==> src/logic/occ_pkg.sv <==
package occ_pkg;

    // Register byte offsets on the APB window
    localparam logic [7:0] OFS_CTRL    = 8'h00;
    localparam logic [7:0] OFS_PRIMARY = 8'h04;
    localparam logic [7:0] OFS_SECOND  = 8'h08;
    localparam logic [7:0] OFS_STATUS  = 8'h0c;
    localparam logic [7:0] OFS_MASK    = 8'h10;

    // Control register field positions
    localparam int BIT_IDLE_HALT = 13;
    localparam int BIT_FAULT     = 4;
    localparam int BIT_TSEL      = 3;
    localparam int MODE_MSB      = 2;

    // Interrupt status and mask layout
    localparam int EVT_COMPARE = 0;
    localparam int EVT_FAULT   = 1;
    localparam int EVT_W       = 2;

    // Reset values
    localparam logic [15:0] CTRL_RST    = 16'h0000;
    localparam logic [15:0] COMPARE_RST = 16'h0000;
    localparam logic [1:0]  EVT_RST     = 2'h0;

    // Compare mode field codes
    localparam logic [2:0] MODE_OFF      = 3'h0;
    localparam logic [2:0] MODE_SET_HIGH = 3'h1;
    localparam logic [2:0] MODE_SET_LOW  = 3'h2;
    localparam logic [2:0] MODE_TOGGLE   = 3'h3;
    localparam logic [2:0] MODE_ONE_PULSE = 3'h4;
    localparam logic [2:0] MODE_PULSES   = 3'h5;
    localparam logic [2:0] MODE_PWM      = 3'h6;
    localparam logic [2:0] MODE_PWM_FLT  = 3'h7;

    // Writable control fields travel together
    typedef struct packed {
        logic       idle_halt_select;
        logic       time_base_select;
        logic [2:0] compare_mode_field;
    } occ_ctrl_t;

    // Comparator results for the selected time base
    typedef struct packed {
        logic hit_primary;
        logic hit_secondary;
        logic period_hit;
    } occ_match_t;

    typedef enum logic [5:0] {
        ST_OFF   = 6'h01,
        ST_ARMED = 6'h02,
        ST_PULSE = 6'h04,
        ST_DONE  = 6'h08,
        ST_PWM   = 6'h10,
        ST_FAULT = 6'h20
    } occ_state_t;

endpackage : occ_pkg

==> src/logic/occ_channel.sv <==
// Design decisions made here: the APB register port and the address map.
`timescale 1ns/1ps
// Notes on behaviour
// - The channel compares its selected timer with one or two compare values and moves the pin on equality.
// - The time base select bit picks the third timer when set and the second timer when clear.
// - Mode 000 disables the channel, raises no interrupt, and the pin follows the port logic.
// - Mode 001 starts the pin low, drives it high on a match and interrupts on that rise.
// - Mode 010 starts the pin high, drives it low on a match and interrupts on that fall.
// - Mode 011 keeps the pin level at entry, inverts it on every match and interrupts on each edge.
// - Mode 100 starts low and makes one pulse from primary to secondary match, interrupting on the fall.
// - Mode 101 starts low and repeats such pulses, interrupting on every fall.
// - Mode 110 is PWM without fault input or interrupt, starting low if the primary value is zero else high.
// - Mode 111 is PWM with the same start level and a fault input whose falling edge interrupts.
// - A read-only fault status bit is set by a PWM fault, cleared by hardware only, and used only in mode 111.
// - With the idle halt bit set the channel freezes while the processor idles, otherwise it keeps running.
// - Control bits 15 to 14 and 12 to 5 ignore writes and read as zero.
module occ_channel
    import occ_pkg::*;
#(
    parameter int CNT_W  = 16,
    parameter int ADDR_W = 8
) (
    input  wire logic              core_clk,           // 100 MHz core clock
    input  wire logic              rst_n,              // Async reset, active low
    input  wire logic              psel,               // APB select
    input  wire logic              penable,            // APB access phase
    input  wire logic              pwrite,             // APB write
    input  wire logic [ADDR_W-1:0] paddr,              // APB byte address
    input  wire logic [31:0]       pwdata,             // APB write data
    output logic      [31:0]       prdata,             // APB read data
    output logic                   pready,             // APB ready
    output logic                   pslverr,            // APB error on unmapped address
    input  wire logic [CNT_W-1:0]  second_timer_count, // Second general timer count
    input  wire logic [CNT_W-1:0]  third_timer_count,  // Third general timer count
    input  wire logic              second_period_hit,  // Second timer period pulse
    input  wire logic              third_period_hit,   // Third timer period pulse
    input  wire logic              cpu_idle,           // Processor is in Idle
    input  wire logic              fault_input_pin,    // Fault input, active low
    input  wire logic              port_level,         // Port logic level for the pin
    output logic                   compare_output_pin, // Compare output
    output logic                   irq                 // Level interrupt
);

    occ_ctrl_t        ctrl;
    logic             pwm_fault_status;
    logic [CNT_W-1:0] primary_compare_value;
    logic [CNT_W-1:0] secondary_compare_value;
    logic [CNT_W-1:0] duty;
    logic [EVT_W-1:0] evt_status;
    logic [EVT_W-1:0] evt_mask;
    logic [EVT_W-1:0] evt_set;
    logic             mode_load;
    logic             run;
    logic             cmp_evt;
    logic             flt_evt;
    logic             fault_fall;
    logic             is_pwm;
    logic             acc;
    logic             wr;
    logic             mapped;
    logic [2:0]       mode;
    occ_match_t       match;
    occ_state_t       state;

    assign mode   = ctrl.compare_mode_field;
    assign is_pwm = (mode == MODE_PWM) || (mode == MODE_PWM_FLT);

    // Zero wait states keeps the master's wait trivial
    assign acc     = psel & penable;
    assign wr      = acc & pwrite;
    assign mapped  = (paddr == OFS_CTRL) || (paddr == OFS_PRIMARY) || (paddr == OFS_SECOND)
                   || (paddr == OFS_STATUS) || (paddr == OFS_MASK);
    assign pready  = 1'b1;
    assign pslverr = acc & ~mapped;

    // Control register; bits outside the fields are never stored
    always_ff @(posedge core_clk or negedge rst_n) begin
        if (!rst_n) begin
            ctrl <= '0;
        end else if (wr && paddr == OFS_CTRL) begin
            ctrl.idle_halt_select   <= pwdata[BIT_IDLE_HALT];
            ctrl.time_base_select   <= pwdata[BIT_TSEL];
            ctrl.compare_mode_field <= pwdata[MODE_MSB:0];
        end
    end

    // Mode entry happens one cycle after the control write
    always_ff @(posedge core_clk or negedge rst_n) begin
        if (!rst_n) begin
            mode_load <= 1'b0;
        end else begin
            mode_load <= wr && (paddr == OFS_CTRL);
        end
    end

    // Compare value registers
    always_ff @(posedge core_clk or negedge rst_n) begin
        if (!rst_n) begin
            primary_compare_value   <= COMPARE_RST;
            secondary_compare_value <= COMPARE_RST;
        end else if (wr) begin
            if (paddr == OFS_PRIMARY) begin
                primary_compare_value <= pwdata[CNT_W-1:0];
            end
            if (paddr == OFS_SECOND) begin
                secondary_compare_value <= pwdata[CNT_W-1:0];
            end
        end
    end

    // Read data captured in the setup phase, stable through access
    always_ff @(posedge core_clk or negedge rst_n) begin
        if (!rst_n) begin
            prdata <= '0;
        end else if (psel && !penable && !pwrite) begin
            case (paddr)
                OFS_CTRL: begin
                    prdata <= {16'h0000, 2'h0, ctrl.idle_halt_select, 8'h00, pwm_fault_status,
                               ctrl.time_base_select, ctrl.compare_mode_field};
                end
                OFS_PRIMARY: prdata <= {{(32-CNT_W){1'b0}}, primary_compare_value};
                OFS_SECOND:  prdata <= {{(32-CNT_W){1'b0}}, secondary_compare_value};
                OFS_STATUS:  prdata <= {{(32-EVT_W){1'b0}}, evt_status};
                OFS_MASK:    prdata <= {{(32-EVT_W){1'b0}}, evt_mask};
                default:     prdata <= '0;
            endcase
        end
    end

    // Channel halts in Idle only when asked to, and not during mode entry
    assign run = (mode != MODE_OFF) && !(ctrl.idle_halt_select && cpu_idle) && !mode_load;

    occ_compare #(
        .CNT_W(CNT_W)
    ) u_compare (
        .second_timer_count (second_timer_count),
        .third_timer_count  (third_timer_count),
        .second_period_hit  (second_period_hit),
        .third_period_hit   (third_period_hit),
        .time_base_select   (ctrl.time_base_select),
        .value_a            (is_pwm ? duty : primary_compare_value),
        .value_b            (secondary_compare_value),
        .match              (match)
    );

    occ_edge #(
        .IDLE_LEVEL(1'b1)
    ) u_fault_edge (
        .core_clk (core_clk),
        .rst_n    (rst_n),
        .level    (fault_input_pin),
        .rise     (),
        .fall     (fault_fall)
    );

    // Pin events that raise the channel interrupt
    always_comb begin
        cmp_evt = 1'b0;
        if (run && match.hit_primary && state == ST_ARMED &&
            (mode == MODE_SET_HIGH || mode == MODE_SET_LOW || mode == MODE_TOGGLE)) begin
            cmp_evt = 1'b1;
        end
        if (run && match.hit_secondary && state == ST_PULSE) begin
            cmp_evt = 1'b1;
        end
    end

    // Fault falling edge only counts in protected PWM
    assign flt_evt = run && (mode == MODE_PWM_FLT) && fault_fall;

    // Mode sequencer and pin; state freezes while halted
    always_ff @(posedge core_clk or negedge rst_n) begin
        if (!rst_n) begin
            state              <= ST_OFF;
            compare_output_pin <= 1'b0;
            duty               <= COMPARE_RST;
        end else if (mode_load) begin
            duty <= primary_compare_value;
            case (mode)
                MODE_OFF: begin
                    state              <= ST_OFF;
                    compare_output_pin <= port_level;
                end
                MODE_SET_HIGH, MODE_ONE_PULSE, MODE_PULSES: begin
                    state              <= ST_ARMED;
                    compare_output_pin <= 1'b0;
                end
                MODE_SET_LOW: begin
                    state              <= ST_ARMED;
                    compare_output_pin <= 1'b1;
                end
                MODE_TOGGLE: begin
                    state <= ST_ARMED;
                end
                default: begin
                    state              <= ST_PWM;
                    compare_output_pin <= (primary_compare_value != COMPARE_RST);
                end
            endcase
        end else if (mode == MODE_OFF) begin
            state              <= ST_OFF;
            compare_output_pin <= port_level;
        end else if (run) begin
            case (state)
                ST_ARMED: begin
                    if (match.hit_primary) begin
                        case (mode)
                            MODE_SET_HIGH: begin
                                compare_output_pin <= 1'b1;
                                state              <= ST_DONE;
                            end
                            MODE_SET_LOW: begin
                                compare_output_pin <= 1'b0;
                                state              <= ST_DONE;
                            end
                            MODE_TOGGLE: begin
                                compare_output_pin <= ~compare_output_pin;
                            end
                            default: begin
                                compare_output_pin <= 1'b1;
                                state              <= ST_PULSE;
                            end
                        endcase
                    end
                end
                ST_PULSE: begin
                    if (match.hit_secondary) begin
                        compare_output_pin <= 1'b0;
                        state <= (mode == MODE_PULSES) ? ST_ARMED : ST_DONE;
                    end
                end
                ST_PWM: begin
                    if (flt_evt) begin
                        compare_output_pin <= 1'b0;
                        state              <= ST_FAULT;
                    end else if (match.period_hit) begin
                        duty               <= secondary_compare_value;
                        compare_output_pin <= (secondary_compare_value != COMPARE_RST);
                    end else if (match.hit_primary) begin
                        compare_output_pin <= 1'b0;
                    end
                end
                ST_FAULT: begin
                    compare_output_pin <= 1'b0;
                end
                ST_DONE, ST_OFF: begin
                    compare_output_pin <= compare_output_pin;
                end
                default: begin
                    state <= ST_OFF;
                end
            endcase
        end
    end

    // Fault status: set by the fault, dropped by hardware on mode rewrite
    always_ff @(posedge core_clk or negedge rst_n) begin
        if (!rst_n) begin
            pwm_fault_status <= 1'b0;
        end else if (flt_evt) begin
            pwm_fault_status <= 1'b1;
        end else if (mode_load) begin
            pwm_fault_status <= 1'b0;
        end
    end

    // Sticky events, write one to clear; a new event beats the clear
    assign evt_set = {flt_evt, cmp_evt};
    always_ff @(posedge core_clk or negedge rst_n) begin
        if (!rst_n) begin
            evt_status <= EVT_RST;
            evt_mask   <= EVT_RST;
        end else begin
            if (wr && paddr == OFS_STATUS) begin
                evt_status <= (evt_status & ~pwdata[EVT_W-1:0]) | evt_set;
            end else begin
                evt_status <= evt_status | evt_set;
            end
            if (wr && paddr == OFS_MASK) begin
                evt_mask <= pwdata[EVT_W-1:0];
            end
        end
    end

    assign irq = |(evt_status & evt_mask);
endmodule : occ_channel

==> src/logic/occ_compare.sv <==
`timescale 1ns/1ps
module occ_compare
    import occ_pkg::*;
#(
    parameter int CNT_W = 16
) (
    input  wire logic [CNT_W-1:0] second_timer_count, // Count of the second timer
    input  wire logic [CNT_W-1:0] third_timer_count,  // Count of the third timer
    input  wire logic             second_period_hit,  // Second timer reached period
    input  wire logic             third_period_hit,   // Third timer reached period
    input  wire logic             time_base_select,   // High picks the third timer
    input  wire logic [CNT_W-1:0] value_a,            // Primary or active duty value
    input  wire logic [CNT_W-1:0] value_b,            // Secondary value
    output occ_match_t            match               // Equality results
);

    logic [CNT_W-1:0] count;

    // Time base choice: third timer when set, second when clear
    assign count               = time_base_select ? third_timer_count : second_timer_count;
    assign match.period_hit    = time_base_select ? third_period_hit : second_period_hit;
    // Equality against the compare values
    assign match.hit_primary   = (count == value_a);
    assign match.hit_secondary = (count == value_b);

endmodule : occ_compare

==> src/logic/occ_edge.sv <==
`timescale 1ns/1ps
module occ_edge #(
    parameter logic IDLE_LEVEL = 1'b1
) (
    input  wire logic core_clk, // Core clock
    input  wire logic rst_n,    // Async reset, active low
    input  wire logic level,    // Sampled input level
    output logic      rise,     // Rising edge seen this cycle
    output logic      fall      // Falling edge seen this cycle
);

    logic prev;

    // Idle level at reset so a quiet line gives no false edge
    always_ff @(posedge core_clk or negedge rst_n) begin
        if (!rst_n) begin
            prev <= IDLE_LEVEL;
        end else begin
            prev <= level;
        end
    end

    assign rise = level & ~prev;
    assign fall = ~level & prev;

endmodule : occ_edge

==> config.mk <==
export PLATFORM = sky130hd
export DESIGN_NAME = occ_channel
export DESIGN_NICKNAME = d
export VERILOG_FILES = /design/src/logic/occ_pkg.sv /design/src/logic/occ_channel.sv /design/src/logic/occ_compare.sv /design/src/logic/occ_edge.sv
export SDC_FILE = /design/constraint.sdc
export NUM_CORES = 1
export LEC_CHECK = 0
export BUFFER_PORTS_ARGS = -buffer_cell sky130_fd_sc_hd__clkbuf_2
export CORE_MARGIN = 4
export CORE_UTILIZATION = 45
export DETAILED_ROUTE_END_ITERATION = 7
export PLACE_DENSITY_LB_ADDON = 0.15
export SYNTH_ARGS = -nofsm -noshare
export SYNTH_HDL_FRONTEND = slang
export SYNTH_SLANG_ARGS = --single-unit
==> constraint.sdc <==
create_clock -name core_clk -period 3.05 [get_ports core_clk]
set_input_delay 0.7625 -clock core_clk [delete_from_list [all_inputs] [get_ports core_clk]]
set_output_delay 0.7625 -clock core_clk [all_outputs]
set_load 0.05 [all_outputs]
; Word-level counts from Yosys, hierarchy flattened
; Cells that the tools add are included.
[totals]
register_bits = 99
in_bits = 82
elab_cells = 137
output_inout_bits = 36
[classes]
bitwise_logic = 12
n_eq_ne = 28
n_mux = 36
reduce_logical = 47
[op_table]
columns = operator, count
row1 = 2-to-1 mux 16 bit, 8
row2 = one-hot mux 16 bit (5 select lines), 1
row3 = 2-to-1 mux 6 bit, 6
row4 = == test 16 bit, 2
row5 = nonzero test 16 bit, 2
row6 = one-hot mux 6 bit (4 select lines), 1
row7 = "== test 8 x 4 -> 1 bit, second input constant", 2
row8 = logical AND 1 bit, 15
row9 = 2-to-1 mux 1 bit, 13
row10 = "== test 3 bit, second input constant", 4
row11 = "!= test 4 x 3 -> 1 bit, second input constant", 3
row12 = one-hot mux 6 bit (2 select lines), 1
row13 = AND reduction 6 bit, 2
row14 = one-hot mux 5 bit (2 select lines), 1
row15 = "== test 8 x 3 -> 1 bit, second input constant", 1
row16 = "== test 8 x 5 -> 1 bit, second input constant", 1
row17 = zero test 8 bit, 1
row18 = one-hot mux 1 bit (4 select lines), 2
row19 = nonzero test 2 bit, 4
row20 = logical OR 1 bit, 7
row21 = "== test 3 x 2 -> 1 bit, second input constant", 2
row22 = "== test 6 x 1 -> 1 bit, second input constant", 1
row23 = "== test 6 x 2 -> 1 bit, second input constant", 1
row24 = "== test 6 x 3 -> 1 bit, second input constant", 1
row25 = other kinds (25), 41

; Logic depth before layout (Yosys ltp)
[depth]
ltp_word = 11
ltp_mapped = 10
depth_no_buf = 7

; Modules after synthesis
; From an unflattened synthesis, not the netlist that was laid out.
[unflattened]
cells_unflattened = 486
hier_area_um2 = 5037.3
[modules_own_cells]
columns = mod, n_inst, area_each_um2, cells_per_inst
row1 = occ_channel, 1, 4426.7, 422
row2 = occ_compare, 1, 569.3, 61
row3 = occ_edge, 1, 41.3, 3

; Worst setup path after synthesis
; OpenSTA, ideal clock, no wires.
[synth_timing]
kind = in2out
startpoint = in paddr[2]
endpoint = out pslverr
slack_ns = -0.301
cell_stages = 5
t_arrival_ns = 2.589
cell_sequence = clkbuf_1 and4b_1 clkbuf_1 buf_1 nor3_1
[synth_via]
elab_chain_cells = 7
[synth_rtl]
columns = element, line_no
row1 = start: declaration, occ_channel.sv:28  ; input wire logic [ADDR_W-1:0] paddr,
row2 = == test 8 x 3 -> 1 bit / zero test 8 bit (equally long branches), occ_channel.sv:71  ; assign mapped = (paddr == OFS_CTRL) || (paddr == OFS_PRIMARY) || (paddr == OFS_SECOND)
row3 = logical OR 1 bit (2 in a row), occ_channel.sv:71
row4 = logical OR 1 bit, occ_channel.sv:72  ; || (paddr == OFS_STATUS) || (paddr == OFS_MASK);
row5 = logical OR 1 bit *, occ_channel.sv:72
row6 = NOT 1 bit *, occ_channel.sv:74  ; assign pslverr = acc & ~mapped;
row7 = AND 1 bit *, occ_channel.sv:74
row8 = end: declaration, occ_channel.sv:32  ; output logic pslverr,
; Every way passes the cells marked *; elsewhere a longest branch is shown, timed or not.

; Final worst setup path
[layout_timing]
startpoint = in paddr[3]
endpoint = out pslverr
; The elaborated chain is that of the path after synthesis.

==> tab_implementation.tex <==
\begin{tabular}{lr}
\hline
Metric & Value \\
\hline
\multicolumn{2}{l}{\textbf{Run status}} \\
Outcome & completed \\
\multicolumn{2}{l}{\textbf{Pwr}} \\
Peak VDD IR & just over 0.0003 V \\
Sw power & $\sim$0.86 mW \\
Leak & 2.61 nW \\
Sequential cell fraction of total power & 0.459 \\
Clock network fraction of total power & 0.320 \\
Internal power consumption & approximately 1.8 mW \\
Net switching fraction of the power & 0.325 \\
Pwr/cell area & 476 nW/um\^{}2 \\
Total chip power & between 2 and 3 mW \\
Combinational group share of total power & 0.220 \\
\multicolumn{2}{l}{\textbf{Finish}} \\
Fraction of layout instances using a drive strength above 1 & 0.315 \\
Final-layout fill cell count & a little under 1000 \\
Number of cells in the finished layout apart from fillers & 686 \\
Fin nets & 627 \\
Area growth from synthesis to layout & 15.8\% \\
Count of inserted antenna diode cells & 0 \\
Post-route cell area & approximately 5600 um\^{}2 \\
Combined area of the multi-input logic cells & 2530 um\^{}2 \\
Seq. cell area & roughly 2100 um\^{}2 \\
\multicolumn{2}{l}{\textbf{Yosys}} \\
Most frequent cell after synthesis & sky130\_fd\_sc\_hd\_\_dfrtp\_1 \\
Fraction of registers with async set/reset & 1.00 \\
Synth Flop Type & sky130\_fd\_sc\_hd\_\_dfrtp\_1 \\
Portion of the post-synthesis area used by sequential elements & 0.432 \\
Number of synthesized flops with an enable pin & 0 \\
Mean Syn Cell Area & roughly 10 um\^{}2 \\
Instance count of the mapped netlist & between 400 and 500 \\
Post-synth top area cell & sky130\_fd\_sc\_hd\_\_dfrtp\_1 \\
Cell variety after synth & 54 \\
Synth warnings & 0 \\
Top post-synthesis cells by count & 81 x sky130\_fd\_sc\_hd\_\_dfrtp\_1, 46 x sky130\_fd\_sc\_hd\_\_mux2i\_1, 39 x sky130\_fd\_sc\_hd\_\_mux2\_2, 39 x sky130\_fd\_sc\_hd\_\_nand2\_1, 33 x sky130\_fd\_sc\_hd\_\_xnor2\_1 \\
Flip-flop and latch count after synthesis & 83 \\
Synth area leaders & sky130\_fd\_sc\_hd\_\_dfrtp\_1 42\%, sky130\_fd\_sc\_hd\_\_mux2i\_1 9.6\%, sky130\_fd\_sc\_hd\_\_mux2\_2 9.1\% \\
Cell area after technology mapping & between 4000 and 5000 um\^{}2 \\
Area share of the leading cell type in the synthesized netlist & 0.421 \\
\multicolumn{2}{l}{\textbf{Floorplanning}} \\
Die Height & between 100 and 150 um \\
Number of I/O pins & $\sim$120 \\
CORE AREA & around 10000 um\^{}2 \\
Initial Util & 0.464 \\
Placement Rows & 37 \\
Die Area & around 12000 um\^{}2 \\
Die Width & roughly 110 um \\
\multicolumn{2}{l}{\textbf{Placed design}} \\
Count of port buffers added during placement & 84 \\
Placement Setup Slack & 190 ps \\
Routability congestion estimate & between 0.9 and 1 \\
Cell Area, Placed & around 5400 um\^{}2 \\
Placed cells & between 600 and 700 \\
Detailed Place HPWL & slightly above 9 mm \\
\multicolumn{2}{l}{\textbf{Global routing}} \\
Number of antenna violations at the first check in global routing & 0 \\
First-pass GRT wire length & just over 20 mm \\
Final global-route overflow total & 0 \\
Pin count of the biggest net entering global routing & 84 \\
Global-route total usage across every layer & 0.206 \\
Via count of the first global-routing pass & between 3000 and 4000 \\
\multicolumn{2}{l}{\textbf{STA}} \\
Layout Skew & $\sim$7.6 ps \\
Final-report max-slew violation count & 0 \\
Post-route clock period utilization & 0.933 \\
Hold violation count in the final report & 0 \\
Slew at the pin with the worst max-slew slack & roughly 1100 ps \\
Final setup slack of the worst path & approximately 200 ps \\
Remaining max-slew budget at the tightest pin & 0.299 \\
Maximum achievable frequency & between 300 and 400 MHz \\
Min Clock Period, post-route & 2850 ps \\
Unrepaired setup endpoints after global routing & false \\
Total Negative Setup Slacks & 0 ps \\
Final setup violation count & 0 \\
\multicolumn{2}{l}{\textbf{Drt}} \\
Count of routing violations after the opening detailed-route iteration & 187 \\
Residual DRC & 0 \\
Total number of vias & $\sim$3800 \\
Mean routed wirelength per cell & between 15 and 20 um \\
First-pass DRT Iterations & 6 \\
Residual antenna-violating net count after detailed routing & 0 \\
Vias per cell & approximately 5.6 \\
Total wire length & 12.5 mm \\
\multicolumn{2}{l}{\textbf{Worst hold path}} \\
Worst hold path type & in2reg \\
Endpoint, Worst Hold & u\_fault\_edge.prev \\
Worst Hold Path Cells & 1 \\
Startpoint of the most critical hold path & fault\_input\_pin \\
\multicolumn{2}{l}{\textbf{Job}} \\
Max cap viols & 0 \\
\multicolumn{2}{l}{\textbf{Clock network}} \\
Maximum count of clock buffers along a single path & 2 \\
Post-CTS setup buffers & 0 \\
Clock net sink count & 83 \\
Source-to-sink clock delay at the later pin of the worst-skew pair & 370 ps \\
Root cell of the clock tree & sky130\_fd\_sc\_hd\_\_clkbuf\_8 \\
Total of hold buffers inserted after clock tree synthesis & 0 \\
Number of levels the H-tree was split into & 3 \\
Count of instances resized after the clock tree is built & 0 \\
Clk slew on worst S/H paths & roughly 80 ps \\
TritonCTS clock tree & done \\
Number of buffers created by CTS & 9 \\
\multicolumn{2}{l}{\textbf{Setup path}} \\
Reg-to-Reg End & state[1] \\
WP data arrival & roughly 2100 ps \\
Critical path data required time & between 2000 and 2500 ps \\
Worst setup SP type & input pin \\
Critical-path maximum fanout & 4 \\
Setup slack of the most critical reg-to-reg path & approximately 380 ps \\
Reg-to-reg critical path startpoint & ctrl[3] \\
Worst reg2reg path depth & 8 \\
Sort of element at the end of the critical path & primary output \\
Worst Setup Path Type & in2out \\
\hline
\end{tabular}
==> worst max-delay path by stage <==
stage               end                 start  depth (start not counted)  slack [ps]
6_report        pslverr              paddr[3]                          5         200
3_5_place_dp   state[1]  third_timer_count[7]                          8         190
3_3_place_gp   state[1]  third_timer_count[7]                          8         240
4_1_cts         pslverr              paddr[3]                          5         190
2_1_floorplan   pslverr              paddr[2]                          5         130
5_1_grt         pslverr              paddr[7]                          6         120
==> per-stage QoR <==
stage,util,hold WS [ps]
after global placement,0.517,460
after CTS,0.538,471
final,0.538,485
after detailed placement,0.517,470
after floorplan,-,449
after global routing,0.538,463
==> flip-flops by register name, summed over array words and instances, names as in the netlist <==
register                 cells
pwm_fault_status             1
duty                        16
compare_output_pin           1
prdata                      16
mode_load                    1
mode                         3
primary_compare_value       16
ctrl                         2
evt_status                   2
secondary_compare_value     16
u_fault_edge.prev            1
state                        6
evt_mask                     2
==> critical path: stages <==
cell and delay [ps]:
sky130_fd_sc_hd__clkbuf_2 100, sky130_fd_sc_hd__or4_1 540, sky130_fd_sc_hd__nor4_1 340, sky130_fd_sc_hd__nor3_2 90
sky130_fd_sc_hd__clkbuf_2 250
==> cells by family (layout without fill, tap and decap cells) <==
family,after synthesis,in the layout,synth area share
DFF,83,83,0.432
AOI/OAI and AO/OA,83,83,0.113
buffers and inverters,48,121,0.0582
other,2,17,0.00156
and+or+nand+nor,120,120,0.126
xor gates and xnor gates,35,35,0.0637
muxes,91,91,0.206
==> routing by layer <==
layer / vias to the layer above / routed length, um / GRT usage / part of all wire
met5: - / 0 / 0 / 0
met4: 0 / 241 / 0.0657 / 0.019
met3: 23 / 881 / 0.0522 / 0.070
met2: 142 / 5550 / 0.312 / 0.44
met1: 1874 / 5850 / 0.290 / 0.47
li1: 1806 / - / - / -
==> cell usage in the layout (no fill, tap or decap), types with 10 or more instances in the layout <==
| cell | synthesis | layout |
|---|---|---|
| sky130_fd_sc_hd__buf_4 | 18 | 15 |
| sky130_fd_sc_hd__xnor2_1 | 33 | 33 |
| sky130_fd_sc_hd__nand2_1 | 39 | 39 |
| sky130_fd_sc_hd__dfrtp_1 | 81 | 81 |
| sky130_fd_sc_hd__clkbuf_8 | 0 | 11 |
| sky130_fd_sc_hd__mux2_2 | 39 | 39 |
| sky130_fd_sc_hd__clkbuf_2 | 0 | 83 |
| sky130_fd_sc_hd__conb_1 | 2 | 17 |
| sky130_fd_sc_hd__nor2_1 | 29 | 29 |
| sky130_fd_sc_hd__a21oi_1 | 21 | 21 |
| sky130_fd_sc_hd__nor4_1 | 13 | 13 |
| sky130_fd_sc_hd__a22oi_1 | 10 | 10 |
| sky130_fd_sc_hd__o21ai_0 | 28 | 28 |
| sky130_fd_sc_hd__mux2i_1 | 46 | 46 |
==> power groups by stage <==
stage	logic (mW)	clock network, mW	registers [mW]
global route	0.632	0.923	1.23
floorplan	0.320	0	1.36
global placement	0.579	0	1.24
detailed placement	0.588	0	1.24
CTS	0.590	0.867	1.22
finish	0.585	0.850	1.22
==> cell type report <==
class,instances,area share
Clock buffer,11,0.0271
Clock inverter,5,0.0110
Inverter,5,0.00336
Multi-Input combinational cell,346,0.453
Sequential cell,83,0.373
Tap cell,136,0.0305
Timing Repair Buffer,100,0.102
Power figures use the tool's default switching activity.
